===== config.mk =====
export PLATFORM = sky130hd
export DESIGN_NAME = agp_guard_power
export DESIGN_NICKNAME = d
export VERILOG_FILES = /design/src/agp_pkg.sv /design/src/agp_guard_power.sv
export SDC_FILE = /design/constraint.sdc
export NUM_CORES = 1
export LEC_CHECK = 0
export BUFFER_PORTS_ARGS = -buffer_cell sky130_fd_sc_hd__buf_2
export CORE_MARGIN = 4
export CORE_UTILIZATION = 49
export DETAILED_ROUTE_END_ITERATION = 16
export GPL_TIMING_DRIVEN = 0
export HOLD_SLACK_MARGIN = 0.12
export PLACE_DENSITY_LB_ADDON = 0.25
export SYNTH_ARGS = -nofsm -noshare
export SYNTH_HDL_FRONTEND = slang
export SYNTH_SLANG_ARGS = --single-unit

===== constraint.sdc =====
create_clock -name ref_clk -period 2 [get_ports ref_clk]
set_clock_uncertainty 0.1 [all_clocks]
set_input_delay 0.3 -clock ref_clk [delete_from_list [all_inputs] [get_ports ref_clk]]
set_output_delay 0.3 -clock ref_clk [all_outputs]
set_load 0.02 [all_outputs]

===== src/agp_pkg.sv =====
// package: constants and types for the access guard and power mode block
package agp_pkg;

	// =====================================================
	// register addresses
	localparam logic [7:0] ADDR_POWER_MODE_CTRL = 8'h87;
	localparam logic [7:0] ADDR_SYSTEM_CLOCK_SELECT = 8'h8F;
	localparam logic [7:0] ADDR_WAKE_SOURCE_MASK = 8'h9F;
	localparam logic [7:0] ADDR_ADDRESS_CTRL = 8'h9D;
	localparam logic [7:0] ADDR_CLOCK_DIVIDER_CTRL = 8'hC4;
	localparam logic [7:0] ADDR_ACTIVITY_STATUS = 8'hC5;
	localparam logic [7:0] ADDR_MEMORY_RELOCATION = 8'hC6;
	localparam logic [7:0] ADDR_SINGLE_USE_UNLOCK = 8'hC7;
	localparam logic [7:0] ADDR_WINDOWED_UNLOCK = 8'hC9;
	localparam logic [7:0] ADDR_WATCHDOG_CTRL = 8'hD8;
	// extended trim/config window (twelve registers)
	localparam logic [15:0] XADDR_BASE = 16'hA000;

	// =====================================================
	// unlock codes
	localparam logic [7:0] UNLOCK_FIRST = 8'hAA;
	localparam logic [7:0] UNLOCK_SECOND = 8'h55;
	localparam logic [7:0] WINDOW_CLOSE = 8'h00;

	// =====================================================
	// reset values
	localparam logic [7:0] RST_POWER_MODE_CTRL = 8'h00;
	localparam logic [7:0] RST_SYSTEM_CLOCK_SELECT = 8'h80;
	localparam logic [7:0] RST_WAKE_SOURCE_MASK = 8'hFF;
	localparam logic [7:0] RST_PROTECTED = 8'h00;
	localparam logic [2:0] RST_CLOCK_DIVIDER_CTRL = 3'h2;

	// =====================================================
	// field positions
	localparam int PMC_IDLE_BIT = 0;
	localparam int PMC_STOP_BIT = 1;
	localparam int PMC_SLEEP_BIT = 2;
	localparam int PMC_BAUD_DOUBLE = 7;
	localparam int CDC_SWITCHBACK = 5;
	localparam int CDC_LOW = 6;
	localparam int CDC_HIGH = 7;
	localparam int STAT_HIGH_PRIO = 6;
	localparam int STAT_LOW_PRIO = 5;
	localparam int STAT_TX = 1;
	localparam int STAT_RX = 0;

	// =====================================================
	// counts
	localparam int WINDOW_CYCLES = 256;
	localparam int SLOW_DIVIDE = 257;
	localparam int STOP_RESUME_CYCLES = 8;
	// extra regulator settle, below 64 oscillator cycles
	localparam int SLEEP_EXTRA_CYCLES = 48;

	// =====================================================
	// types
	typedef enum logic [1:0] {SEQ_IDLE, SEQ_GOT_AA} agp_seq_t;
	typedef enum logic [2:0] {PM_RUN, PM_IDLE, PM_STOP, PM_SLEEP, PM_RESUME} agp_pm_t;

	typedef struct packed {
		logic wr;
		logic rd;
		logic [7:0] addr;
		logic [7:0] wdata;
		logic xwr;
		logic [3:0] xidx;
	} agp_bus_t;

	typedef struct packed {
		logic high_prio_active;
		logic low_prio_active;
		logic uart0_tx_active;
		logic uart0_rx_active;
		logic uart0_rx_start;
		logic uart0_rx_enable;
		logic uart0_tx_load;
	} agp_act_t;

	typedef struct packed {
		logic cpu_clk_en;
		logic int_periph_clk_en;
		logic ext_periph_clk_en;
		logic osc_en;
		logic bandgap_en;
		logic main_reg_en;
		logic backup_reg_en;
	} agp_gate_t;

endpackage


===== src/agp_guard_power.sv =====
// access guards, power mode control and slow-run clock divider
//
// Overview of operation
// RULE1: write AA then 55 to open access
// RULE2: single-use grant allows exactly one protected write
// RULE3: protected register reads always succeed; the twelve trim registers have no read path in this block
// RULE4: single-use guard covers watchdog, relocation, address ctrl
// RULE5: grant never times out; unlock access cancels
// RULE6: single-use unlock reads open state in bit0
// RULE7: windowed unlock opens 256-cycle multi-write window
// RULE8: repeating sequence restarts full window
// RULE9: writing 00 closes window at once
// RULE10: windowed unlock reads open state in bit0
// RULE11: window guards clock select, wake mask, trims
// RULE12: guards hold state while CPU clock stopped
// RULE13: sleep plus stop gates all peripheral clocks
// RULE14: hardware clears sleep and stop on exit
// RULE15: sleep also drops bandgap, main regulator
// RULE16: sleep resume slightly longer than stop resume
// RULE17: idle gates CPU and integrated peripheral clocks
// RULE18: enabled interrupt ends idle mode
// RULE19: divider bits 11 give divide by 257
// RULE20: switchback returns slow-run to full speed
// RULE21: activity status shows priorities and UART0 activity
// RULE22: software checks activity before low power entry
// RULE23: stop alone halts every clock and oscillator
// RULE24: switchback on interrupt, rx start, tx load
// RULE25: hardware clears idle bit on idle exit
// RULE26: wrong byte resets unlock sequence
// RULE27: switchback rewrites divider field to full speed
`timescale 1ns/1ps

module agp_guard_power #(
	parameter int WINDOW_LEN = agp_pkg::WINDOW_CYCLES,
	parameter int DIVIDE = agp_pkg::SLOW_DIVIDE,
	parameter int STOP_RESUME = agp_pkg::STOP_RESUME_CYCLES,
	parameter int SLEEP_EXTRA = agp_pkg::SLEEP_EXTRA_CYCLES
) (
	// clock and reset
	input wire logic ref_clk,
	input wire logic nrst,
	input wire logic clk_en,
	// register port from the CPU core
	input wire agp_pkg::agp_bus_t bus,
	// peripheral activity and wake sources
	input wire agp_pkg::agp_act_t act,
	input wire logic ext_int_wake,
	input wire logic async_wake,
	// register read data
	output logic [7:0] rdata,
	// protected register contents
	output logic [7:0] watchdog_ctrl,
	output logic [7:0] memory_relocation,
	output logic [7:0] address_ctrl,
	output logic [7:0] system_clock_select,
	output logic [7:0] wake_source_mask,
	output logic [7:0] trim_reg [12],
	// clock gates, analog enables, slow-run status, cpu tick and guard open flags
	output agp_pkg::agp_gate_t gate,
	output logic slow_run_mode,
	output logic cpu_tick,
	output logic single_unlock_open_flag,
	output logic window_unlock_open_flag
);

	// =====================================================
	// register strobes
	logic wr_su, wr_wu, acc_su;
	logic [7:0] wd;
	assign wd = bus.wdata;
	assign wr_su = bus.wr && bus.addr == agp_pkg::ADDR_SINGLE_USE_UNLOCK;
	assign wr_wu = bus.wr && bus.addr == agp_pkg::ADDR_WINDOWED_UNLOCK;
	assign acc_su = (bus.wr || bus.rd) && bus.addr == agp_pkg::ADDR_SINGLE_USE_UNLOCK;

	function automatic logic is_su_prot(input logic [7:0] a);
		is_su_prot = a == agp_pkg::ADDR_WATCHDOG_CTRL || a == agp_pkg::ADDR_MEMORY_RELOCATION
			|| a == agp_pkg::ADDR_ADDRESS_CTRL;
	endfunction

	// =====================================================
	// single-use guard
	agp_pkg::agp_seq_t su_seq_r;
	logic su_open_r;
	logic su_used;
	assign su_used = su_open_r && bus.wr && is_su_prot(bus.addr);

	always_ff @(posedge ref_clk or negedge nrst)
	begin
		if (!nrst)
		begin
			su_seq_r <= agp_pkg::SEQ_IDLE;
			su_open_r <= 1'b0;
		end
		else if (clk_en && gate.cpu_clk_en) // [RULE12]
		begin
			if (wr_su)
			begin
				if (su_seq_r == agp_pkg::SEQ_GOT_AA && wd == agp_pkg::UNLOCK_SECOND)
				begin
					su_seq_r <= agp_pkg::SEQ_IDLE;
					su_open_r <= 1'b1; // [RULE1]
				end
				else
				begin
					su_seq_r <= wd == agp_pkg::UNLOCK_FIRST ? agp_pkg::SEQ_GOT_AA
						: agp_pkg::SEQ_IDLE; // [RULE26]
					su_open_r <= 1'b0; // [RULE5]
				end
			end
			else if (acc_su)
				su_open_r <= 1'b0; // [RULE5]
			else if (su_used)
				su_open_r <= 1'b0; // [RULE2]
		end
	end

	// =====================================================
	// windowed guard
	agp_pkg::agp_seq_t wu_seq_r;
	logic [8:0] wu_cnt_r;
	logic wu_open;
	assign wu_open = wu_cnt_r != 9'h000;

	always_ff @(posedge ref_clk or negedge nrst)
	begin
		if (!nrst)
		begin
			wu_seq_r <= agp_pkg::SEQ_IDLE;
			wu_cnt_r <= 9'h000;
		end
		else if (clk_en && gate.cpu_clk_en) // [RULE12]
		begin
			if (wr_wu && wu_seq_r == agp_pkg::SEQ_GOT_AA && wd == agp_pkg::UNLOCK_SECOND)
			begin
				wu_seq_r <= agp_pkg::SEQ_IDLE;
				wu_cnt_r <= 9'(WINDOW_LEN); // [RULE7] [RULE8]
			end
			else if (wr_wu)
			begin
				wu_seq_r <= wd == agp_pkg::UNLOCK_FIRST ? agp_pkg::SEQ_GOT_AA
					: agp_pkg::SEQ_IDLE; // [RULE26]
				if (wd == agp_pkg::WINDOW_CLOSE)
					wu_cnt_r <= 9'h000; // [RULE9]
				else if (wu_open)
					wu_cnt_r <= wu_cnt_r - 9'h001;
			end
			else if (wu_open)
				wu_cnt_r <= wu_cnt_r - 9'h001; // [RULE7]
		end
	end

	// =====================================================
	// protected registers
	logic wu_ok;
	assign wu_ok = bus.wr && wu_open && clk_en && gate.cpu_clk_en;

	always_ff @(posedge ref_clk or negedge nrst)
	begin
		if (!nrst)
		begin
			watchdog_ctrl <= agp_pkg::RST_PROTECTED;
			memory_relocation <= agp_pkg::RST_PROTECTED;
			address_ctrl <= agp_pkg::RST_PROTECTED;
		end
		else if (clk_en && gate.cpu_clk_en && su_used) // [RULE4]
		begin
			if (bus.addr == agp_pkg::ADDR_WATCHDOG_CTRL)
				watchdog_ctrl <= wd;
			else if (bus.addr == agp_pkg::ADDR_MEMORY_RELOCATION)
				memory_relocation <= wd;
			else
				address_ctrl <= wd;
		end
	end

	always_ff @(posedge ref_clk or negedge nrst)
	begin
		if (!nrst)
		begin
			system_clock_select <= agp_pkg::RST_SYSTEM_CLOCK_SELECT;
			wake_source_mask <= agp_pkg::RST_WAKE_SOURCE_MASK;
			for (int i = 0; i < 12; i++)
				trim_reg[i] <= agp_pkg::RST_PROTECTED;
		end
		else if (wu_ok) // [RULE11]
		begin
			if (bus.xwr && bus.xidx < 4'hC)
				trim_reg[bus.xidx] <= wd;
			else if (bus.addr == agp_pkg::ADDR_SYSTEM_CLOCK_SELECT)
				system_clock_select <= wd;
			else if (bus.addr == agp_pkg::ADDR_WAKE_SOURCE_MASK)
				wake_source_mask <= wd;
		end
	end

	// =====================================================
	// power mode control
	logic [7:0] pmc_r;
	// divider field held as {high bit, low bit, switchback enable}
	logic [2:0] cdc_r;
	agp_pkg::agp_pm_t pm_r;
	logic [6:0] resume_r;
	logic wr_pmc, wr_cdc, swb_event, swb_source;
	assign wr_pmc = bus.wr && bus.addr == agp_pkg::ADDR_POWER_MODE_CTRL && gate.cpu_clk_en;
	assign wr_cdc = bus.wr && bus.addr == agp_pkg::ADDR_CLOCK_DIVIDER_CTRL && gate.cpu_clk_en;
	// receive start only counts while the receiver is enabled
	assign swb_source = ext_int_wake
		|| act.uart0_rx_start && act.uart0_rx_enable
		|| act.uart0_tx_load; // [RULE24]
	assign swb_event = cdc_r[0] && swb_source; // [RULE20]

	always_ff @(posedge ref_clk or negedge nrst)
	begin
		if (!nrst)
		begin
			pmc_r <= agp_pkg::RST_POWER_MODE_CTRL;
			pm_r <= agp_pkg::PM_RUN;
			resume_r <= 7'h00;
		end
		else if (clk_en)
		begin
			case (pm_r)
				agp_pkg::PM_RUN:
				begin
					if (wr_pmc)
					begin
						pmc_r <= wd;
						if (wd[agp_pkg::PMC_SLEEP_BIT] && wd[agp_pkg::PMC_STOP_BIT])
							pm_r <= agp_pkg::PM_SLEEP; // [RULE13]
						else if (wd[agp_pkg::PMC_STOP_BIT])
							pm_r <= agp_pkg::PM_STOP; // [RULE23]
						else if (wd[agp_pkg::PMC_IDLE_BIT])
							pm_r <= agp_pkg::PM_IDLE; // [RULE17]
					end
				end
				agp_pkg::PM_IDLE:
				begin
					if (ext_int_wake)
					begin
						pmc_r[agp_pkg::PMC_IDLE_BIT] <= 1'b0; // [RULE25]
						pm_r <= agp_pkg::PM_RUN; // [RULE18]
					end
				end
				agp_pkg::PM_STOP:
				begin
					if (async_wake)
					begin
						resume_r <= 7'(STOP_RESUME);
						pm_r <= agp_pkg::PM_RESUME;
					end
				end
				agp_pkg::PM_SLEEP:
				begin
					if (async_wake)
					begin
						resume_r <= 7'(STOP_RESUME + SLEEP_EXTRA); // [RULE16]
						pm_r <= agp_pkg::PM_RESUME;
					end
				end
				default:
				begin
					if (resume_r <= 7'h01)
					begin
						pmc_r[agp_pkg::PMC_SLEEP_BIT:0] <= 3'h0; // [RULE14]
						pm_r <= agp_pkg::PM_RUN;
					end
					else
						resume_r <= resume_r - 7'h01;
				end
			endcase
		end
	end

	always_ff @(posedge ref_clk or negedge nrst)
	begin
		if (!nrst)
			cdc_r <= agp_pkg::RST_CLOCK_DIVIDER_CTRL;
		else if (clk_en)
		begin
			if (wr_cdc)
				cdc_r <= wd[agp_pkg::CDC_HIGH:agp_pkg::CDC_SWITCHBACK];
			else if (cdc_r[2:1] == 2'b11 && swb_event && gate.cpu_clk_en)
				cdc_r[2:1] <= 2'b01; // [RULE20] [RULE27]
		end
	end

	// =====================================================
	// slow-run divider and gates
	logic [8:0] div_r;
	logic slow;
	assign slow = cdc_r[2:1] == 2'b11; // [RULE19]

	always_ff @(posedge ref_clk or negedge nrst)
	begin
		if (!nrst)
		begin
			div_r <= 9'h000;
			cpu_tick <= 1'b0;
			slow_run_mode <= 1'b0;
		end
		else if (clk_en)
		begin
			slow_run_mode <= slow;
			if (!slow || div_r == 9'(DIVIDE - 1))
				div_r <= 9'h000;
			else
				div_r <= div_r + 9'h001;
			cpu_tick <= pm_r == agp_pkg::PM_RUN && (!slow || div_r == 9'h000); // [RULE19]
		end
	end

	always_ff @(posedge ref_clk or negedge nrst)
	begin
		if (!nrst)
			gate <= '{1'b1, 1'b1, 1'b1, 1'b1, 1'b1, 1'b1, 1'b0};
		else if (clk_en)
		begin
			gate.cpu_clk_en <= pm_r == agp_pkg::PM_RUN; // [RULE17] [RULE12]
			gate.int_periph_clk_en <= pm_r == agp_pkg::PM_RUN;
			gate.ext_periph_clk_en <= pm_r == agp_pkg::PM_RUN
				|| pm_r == agp_pkg::PM_IDLE; // [RULE13] [RULE23]
			gate.osc_en <= pm_r != agp_pkg::PM_STOP && pm_r != agp_pkg::PM_SLEEP;
			gate.bandgap_en <= pm_r != agp_pkg::PM_SLEEP; // [RULE15]
			gate.main_reg_en <= pm_r != agp_pkg::PM_SLEEP;
			gate.backup_reg_en <= pm_r == agp_pkg::PM_SLEEP;
		end
	end

	// =====================================================
	// read path and status flags
	always_ff @(posedge ref_clk or negedge nrst)
	begin
		if (!nrst)
		begin
			rdata <= 8'h00;
			single_unlock_open_flag <= 1'b0;
			window_unlock_open_flag <= 1'b0;
		end
		else if (clk_en)
		begin
			single_unlock_open_flag <= su_open_r;
			window_unlock_open_flag <= wu_open;
			if (bus.rd)
			begin
				if (bus.addr == agp_pkg::ADDR_SINGLE_USE_UNLOCK)
					rdata <= {7'h00, su_open_r}; // [RULE6]
				else if (bus.addr == agp_pkg::ADDR_WINDOWED_UNLOCK)
					rdata <= {7'h00, wu_open}; // [RULE10]
				else if (bus.addr == agp_pkg::ADDR_ACTIVITY_STATUS)
					rdata <= {1'b0, act.high_prio_active, act.low_prio_active, 3'h0,
						act.uart0_tx_active, act.uart0_rx_active}; // [RULE21] [RULE22]
				else if (bus.addr == agp_pkg::ADDR_POWER_MODE_CTRL)
					rdata <= {pmc_r[agp_pkg::PMC_BAUD_DOUBLE], 7'h00};
				else if (bus.addr == agp_pkg::ADDR_CLOCK_DIVIDER_CTRL)
					rdata <= {cdc_r, 5'h00};
				else if (bus.addr == agp_pkg::ADDR_WATCHDOG_CTRL)
					rdata <= watchdog_ctrl; // [RULE3]
				else if (bus.addr == agp_pkg::ADDR_MEMORY_RELOCATION)
					rdata <= memory_relocation;
				else if (bus.addr == agp_pkg::ADDR_ADDRESS_CTRL)
					rdata <= address_ctrl;
				else if (bus.addr == agp_pkg::ADDR_SYSTEM_CLOCK_SELECT)
					rdata <= system_clock_select;
				else if (bus.addr == agp_pkg::ADDR_WAKE_SOURCE_MASK)
					rdata <= wake_source_mask;
				else
					rdata <= 8'h00;
			end
		end
	end

endmodule


### Word level (Yosys, flattened, before mapping)

Index checks and enable logic that the tools add are counted.

| word-level totals | value |
|---|---|
| bits of input ports | 35 |
| output and inout port bits | 155 |
| bits in registers | 194 |
| word-level logic and storage cells | 178 |

| operators by class | value |
|---|---|
| bitwise gates (word level) | 6 |
| muxes and demuxes | 40 |
| $lt $le $gt $ge | 4 |
| equality and inequality tests | 28 |
| reductions and logical operators | 60 |
| add/sub/neg operators | 3 |

Operator list:

| operator | number |
|---|---|
| $bwmux 96 | 1 |
| $eq 8x8->1 const B | 11 |
| $mux 8 | 11 |
| $mux 9 | 5 |
| $demux 8 s4 | 1 |
| $logic_and 1x1->1 | 26 |
| $mux 3 | 7 |
| $mux 7 | 3 |
| $pmux 7 s3 | 1 |
| $reduce_and 2->1 | 8 |
| $reduce_and 3->1 | 4 |
| $add 9x1->9 const B | 1 |
| $eq 9x9->1 const B | 1 |
| $logic_not 9->1 | 1 |
| $pmux 3 s3 | 1 |
| $reduce_bool 9->1 | 1 |
| $sub 9x1->9 const B | 1 |
| $eq 8x7->1 const B | 1 |
| $logic_not 8->1 | 1 |
| $logic_or 1x1->1 | 8 |
| $mux 2 | 4 |
| $ne 2x2->1 const B | 4 |
| $le 7x1->1 const B | 1 |
| $sub 7x1->7 const B | 1 |
| 23 further kinds | 37 |

### Logic depth before layout (Yosys ltp)

Gate-level depths: netlist of run 1.

| logic depth | value |
|---|---|
| depth after elaboration | 11 |
| mapped depth | 8 |
| depth with buffers taken out | 7 |

### Worst setup path after synthesis of run 1

Ideal clock, no wire load.

| timing | value |
|---|---|
| path kind | reg2reg |
| start | reg, netlist name gate[5] |
| end | reg system_clock_select[0] |
| buffers on the path | 1 |
| period minus slack after synthesis | 2293 ps |
| data required time | 1775 ps |
| stages on the path, launching flop included | 7 |
| arrival time | 2068 ps |
| setup slack | -293 ps |
| cells stage by stage | dfstp_2 > clkbuf_2 > nand2_1 > a21oi_2 > nand3_2 > nor3_4 > mux2_2 |

RTL lines:

| item | line | text |
|---|---|---|
| to (signal assigned) | agp_guard_power.sv:180 | `system_clock_select <= agp_pkg::RST_SYSTEM_CLOCK_SELECT;` |
| to (signal assigned) | agp_guard_power.sv:190 | `system_clock_select <= wd;` |
| to (decl) | agp_guard_power.sv:55 | `output logic [7:0] system_clock_select,` |

==> results of run 1 <==
[synthesized netlist by cell type (all sizes together) (3+ instances only)]
| cell | instances |
|---|---|
| buf | 8 |
| nand2b | 7 |
| mux2i | 16 |
| o21ai | 23 |
| or4 | 4 |
| clkbuf | 28 |
| nor3 | 12 |
| o31ai | 7 |
| dfstp | 14 |
| o41ai | 3 |
| and3 | 4 |
| nor2b | 3 |
| nand3 | 19 |
| o22ai | 8 |
| nand3b | 6 |
| nand4 | 10 |
| ha | 5 |
| nor2 | 39 |
| mux2 | 139 |
| nor4 | 6 |
| xnor2 | 6 |
| dfrtp | 174 |
| a211oi | 4 |
| inv | 18 |
| nand2 | 46 |
| a211o | 3 |
| or3 | 4 |
| xor2 | 5 |
| a21oi | 17 |
| and4 | 3 |
| a22o | 7 |
[routing by layer]
layer | global-route usage, % | vias to the layer above | share of wire (%)
met5 | 0 | - | 0
met4 | 6.32 | 0 | 1.7
met1 | 32.5 | 3358 | 40
met2 | 42.5 | 277 | 49
li1 | - | 2980 | -
met3 | 8.92 | 29 | 8.6
[critical path: stages (launching register included)]
cell     delay (ps)
dfstp_2         600
nand4_1         180
a21oi_4         240
buf_6           130
nand3_4         120
nor3_4          250
buf_12          170
mux2_4          300
[power breakdown]
part	switching [mW]	total (mW)	internal, mW
clock	1.61	3.37	1.76
sequential	0.167	4.10	3.94
combinational	0.609	0.971	0.362
total	2.38	8.44	6.06
[per-stage QoR]
| stage | cells | setup slack, ps | TNS, ps | total power, mW | utilization (%) |
|---|---|---|---|---|---|
| floorplan | 690 | -153 | -10970 | 4.71 | - |
| global placement | 1093 | -2590 | -516420 | 5.04 | 58.4 |
| detailed placement | 1094 | -435 | -50820 | 5.07 | 58.6 |
| CTS | 1153 | -189 | -14670 | 8.49 | 65.7 |
| global route | 1158 | -291 | -22210 | 8.77 | 67.0 |
| finish | 1158 | -218 | -14900 | 8.44 | 67.0 |
[area by class of cell]
cell class | count | area share [%]
inverters | 18 | 0.600
clock buffers | 17 | 3.78
plain buffers | 33 | 1.21
multi-input cells | 448 | 36.5
well taps | 220 | 2.44
clock inverters | 14 | 1.34
repair buffers | 220 | 12.2
flip-flops and latches | 188 | 41.9
[cells by family (layout without fill, tap and decap cells)]
| logic type | Yosys count | after routing | synth area share [%] |
|---|---|---|---|
| DFF | 188 | 188 | 55.5 |
| and+or+nand+nor | 178 | 178 | 11.7 |
| xor gates and xnor gates | 11 | 11 | 1.13 |
| muxes | 155 | 155 | 20.3 |
| AOI/OAI and AO/OA | 99 | 99 | 8.08 |
| buffers and inverters | 54 | 302 | 2.56 |
| adders and majority gates | 5 | 5 | 0.735 |
[worst max-delay path by stage]
stage | start | endpoint | slack [ps] | depth (start not counted)
finish | gate[5] | trim_reg[60] | -220 | 7
global route | gate[5] | trim_reg[63] | -290 | 7
CTS | gate[5] | trim_reg[71] | -190 | 7
detailed placement | bus[14] | rdata[1] | -430 | 6
global placement | nrst | trim_reg[23] | -2590 | 1
floorplan | gate[5] | trim_reg[24] | -150 | 6
[timing repair]
action / CTS / global route
resized for setup: 67 / 45
hold buffers: 1 / 0
hold endpoints to repair: 69 / 0
setup buffers: 29 / 13
pin swaps: 13 / 11
endpoints found under the setup margin: 152 / 139
==> results.json, run 1 <==
{
  "r2r_cells": 7,
  "power.density_nw_per_um2": 750,
  "worstPathArrival_ps": 2430,
  "async_flop_share_pct": 100,
  "die_w_um": 140,
  "grt_pass1_wl_um": 39200,
  "cts_made_buffers": 17,
  "firstDrtPassIters": 5,
  "fillerInstances": 1273,
  "r2r_end": "trim_reg[60]",
  "drive_above_1_share_pct": 48.7,
  "fmax_mhz": 451,
  "min_from": "bus[22]",
  "syn2layout_area_growth_pct": 32.3,
  "cp-start-kind": "flop",
  "clock_latency_ps": 430,
  "slew_viol_final": 0,
  "multiInputGateArea_um2": 4110,
  "ir_worst_vdd_mv": 0.654,
  "path_class": "flop to flop",
  "min_period_ps": 2220,
  "clock_path_buffers": 2,
  "antenna_cells": 0,
  "drt_iter0_markers": 518,
  "gp_congestion": 0.826,
  "cts.clk_slew.worst_paths_ps": 70,
  "synth.avg_cell_area_um2": 12.3,
  "placed_area_um2": 9860,
  "violations": "negative setup slack",
  "via_per_inst": 5.74,
  "layout_commonest_cell": "buf_2",
  "synthTopCellsByArea": "dfrtp_1 (51%), mux2_2 (18%), dfstp_2 (4.3%)",
  "antenna_found_initial": 0,
  "antenna_left": 0,
  "regArea_um2": 4720,
  "overflow": 0,
  "cts.sinks": 188,
  "synth_top_area_share_pct": 51.2,
  "grt_usage_pct": 25.7,
  "fin_crit_sh_pct": 111,
  "rrSetupSlack_ps": -220,
  "h-tree-depth": 4,
  "whs_path_depth": 3,
  "netlist.top_cell.by_area": "dfrtp_1",
  "yosys_warnings": 0,
  "clock-root-buffer": "clkbuf_16",
  "dp_hpwl_um": 17000,
  "critPathMaxFanout": 7,
  "hold_path_end": "cdc_r[2]",
  "fin_area_um2": 11300,
  "leakage_nw": 5.81,
  "endpoint_kind": "flop",
  "largest_reg_flops": 96,
  "drc_errors": 0,
  "grt_pass1_vias": 6797,
  "status": "finished, violations left",
  "synthDistinctLibCells": 71,
  "drv_cap": 0,
  "setup_slack_ps": -218,
  "ys_seq_elements": 188,
  "initial_core_util_pct": 50.6,
  "io_buffers": 183,
  "cts_tree": "built",
  "num_vias": 6644,
  "core_region_area_um2": 16800,
  "drt_wl_total_um": 25800,
  "finalSetupViolCount": 112,
  "die_y_um": 140,
  "relSlewSlack_pct": 42.9,
  "yosysSeqAreaShare_pct": 55.5,
  "post_drt_wl_per_cell_um": 22.3,
  "syn_inst": 690,
  "whs_ps": 170,
  "hp-class": "primary input to flop",
  "dieArea_um2": 19500,
  "syn_nets": 730,
  "rsz0062_at_grt": "true",
  "netlist_area_um2": 8510,
  "grt_max_degree": 114,
  "synth_ff_type": "dfrtp_1",
  "nets": 966,
  "critical_path_required_ps": 2210,
  "most-common-layout-cells": "buf_2 (186), dfrtp_1 (173), mux2_2 (73)",
  "r2r_start": "gate[5]",
  "ios": 190,
  "hold_violations": 0,
  "num_rows": 47,
  "synth_edf_count": 0,
  "worst_pin_slew_ps": 848
}
(Power assumes the default switching activity.)
==> inputs of run 2 (changes only) <==
Settings changed: CORE_ASPECT_RATIO set to 1.5.
==> results.json, run 2 (synthesized netlist as in run 1, its figures left out) <==
{
  "clock_latency_ps": 430,
  "setup_slack_ps": -228,
  "core_region_area_um2": 16900,
  "combinationalPowerShare_pct": 10.7,
  "placed_cells": 1084,
  "antenna_cells": 0,
  "drt_wl_total_um": 23800,
  "antenna_left": 0,
  "clkPwrFrac_pct": 41.6,
  "critPathLaunch": "gate[5]",
  "syn2layout_area_growth_pct": 27.7,
  "post_drt_wl_per_cell_um": 21.0,
  "whs_path_depth": 3,
  "power_switching_mw": 2.38,
  "hp-class": "primary input to flop",
  "grt_max_degree": 108,
  "status": "finished, violations left",
  "path_class": "flop to flop",
  "endpoint_kind": "flop",
  "p_sw_share_pct": 27.7,
  "die_y_um": 169,
  "finalSetupViolCount": 104,
  "firstDrtPassIters": 5,
  "r2r_cells": 7,
  "drt_iter0_markers": 401,
  "overflow": 0,
  "initial_core_util_pct": 50.3,
  "fmax_mhz": 449,
  "power.internal_mw": 6.21,
  "grt_usage_pct": 24.7,
  "grt_pass1_vias": 6651,
  "worstPathArrival_ps": 2450,
  "die_w_um": 116,
  "largest_reg_flops": 96,
  "drive_above_1_share_pct": 47.2,
  "layout.cells.non_filler": 1135,
  "grt_pass1_wl_um": 36900,
  "antenna_found_initial": 0,
  "hold_violations": 0,
  "nets": 952,
  "cp-start-kind": "flop",
  "ios": 190,
  "drv_cap": 0,
  "min_period_ps": 2230,
  "drc_errors": 0,
  "layout_commonest_cell": "buf_2",
  "gp_congestion": 0.850,
  "whs_ps": 139,
  "critPathMaxFanout": 8,
  "dp_hpwl_um": 16900,
  "h-tree-depth": 4,
  "power_frac_seq_pct": 47.6,
  "cts.clk_slew.worst_paths_ps": 70,
  "power.density_nw_per_um2": 790,
  "cts_tree": "built",
  "critical_path_required_ps": 2220,
  "leakage_nw": 5.71,
  "relSlewSlack_pct": 53.2,
  "place_ws_ps": -430,
  "fin_crit_sh_pct": 111,
  "clock-root-buffer": "clkbuf_16",
  "via_per_inst": 5.66,
  "cts_made_buffers": 17,
  "most-common-layout-cells": "buf_2 (186), dfrtp_1 (173), mux2_2 (122)",
  "r2r_start": "gate[5]",
  "rsz0062_at_grt": "true",
  "num_vias": 6426,
  "ir_worst_vdd_mv": 0.626,
  "dieArea_um2": 19600,
  "violations": "negative setup slack",
  "min_from": "bus[22]",
  "slew_viol_final": 0,
  "worst_pin_slew_ps": 702,
  "cts.sinks": 188,
  "io_buffers": 183,
  "num_rows": 58,
  "clock_path_buffers": 2
}
[run 2: critical path, cell delays in order, from the launching register on]
cell     delay (ps)
dfstp_2         600
nand4_1         170
a21oi_4         230
buf_4           160
nand3_4         100
buf_4           160
nor2_4          230
mux2_2          370
[run 2: metal layers]
layer | global-route usage, % | up-vias | share of wire, %
met3 | 6.28 | 48 | 6.9
met1 | 28.4 | 3216 | 38
met2 | 43.2 | 216 | 52
met4 | 10.7 | 0 | 3.4
met5 | 0 | - | 0
li1 | - | 2946 | -
[run 2: metrics by stage]
stage / total power [mW] / utilization (%) / area (um2) / TNS, ps
global route: 8.93 / 64.3 / 10900 / -23800
floorplan: 4.71 / - / 8630 / -10970
CTS: 8.64 / 63.7 / 10800 / -12300
detailed placement: 5.06 / 58.2 / 9840 / -54080
global placement: 5.03 / 58.0 / 9810 / -507540
finish: 8.59 / 64.3 / 10900 / -14620
[run 2: final timing paths]
check                                 endpoint  slack (ps)
max                               trim_reg[41]        -230
min                                   cdc_r[2]         140
max reg2reg                       trim_reg[41]        -230
min reg2reg                            gate[0]         390
max in group asynchronous  wake_source_mask[4]         560
min in group asynchronous             div_r[3]         320
[run 2: what timing repair did]
item	4_1_cts	5_1_grt
hold buffers	1	0
pin swaps	11	5
endpoints found under the setup margin	152	130
gates resized for setup	27	19
setup buffers	16	5
hold endpoints to repair	71	0
[run 2: area by class of cell]
cell class	count	area [um2]
flip-flops and latches	188	4720
multi-input cells	448	3860
inverters	18	67.6
fillers	1336	6040
clock buffers	18	429
plain buffers	34	144
well taps	210	263
clock inverters	14	195
repair buffers	205	1190
[run 2: power by group through the flow]
| stage | Clock [mW] | Combinational (mW) | Sequential, mW |
|---|---|---|---|
| 2_1_floorplan | 0 | 0.562 | 4.15 |
| 3_3_place_gp | 0 | 0.881 | 4.15 |
| 3_5_place_dp | 0 | 0.908 | 4.15 |
| 4_1_cts | 3.63 | 0.918 | 4.09 |
| 5_1_grt | 3.80 | 1.02 | 4.11 |
| 6_report | 3.57 | 0.922 | 4.09 |
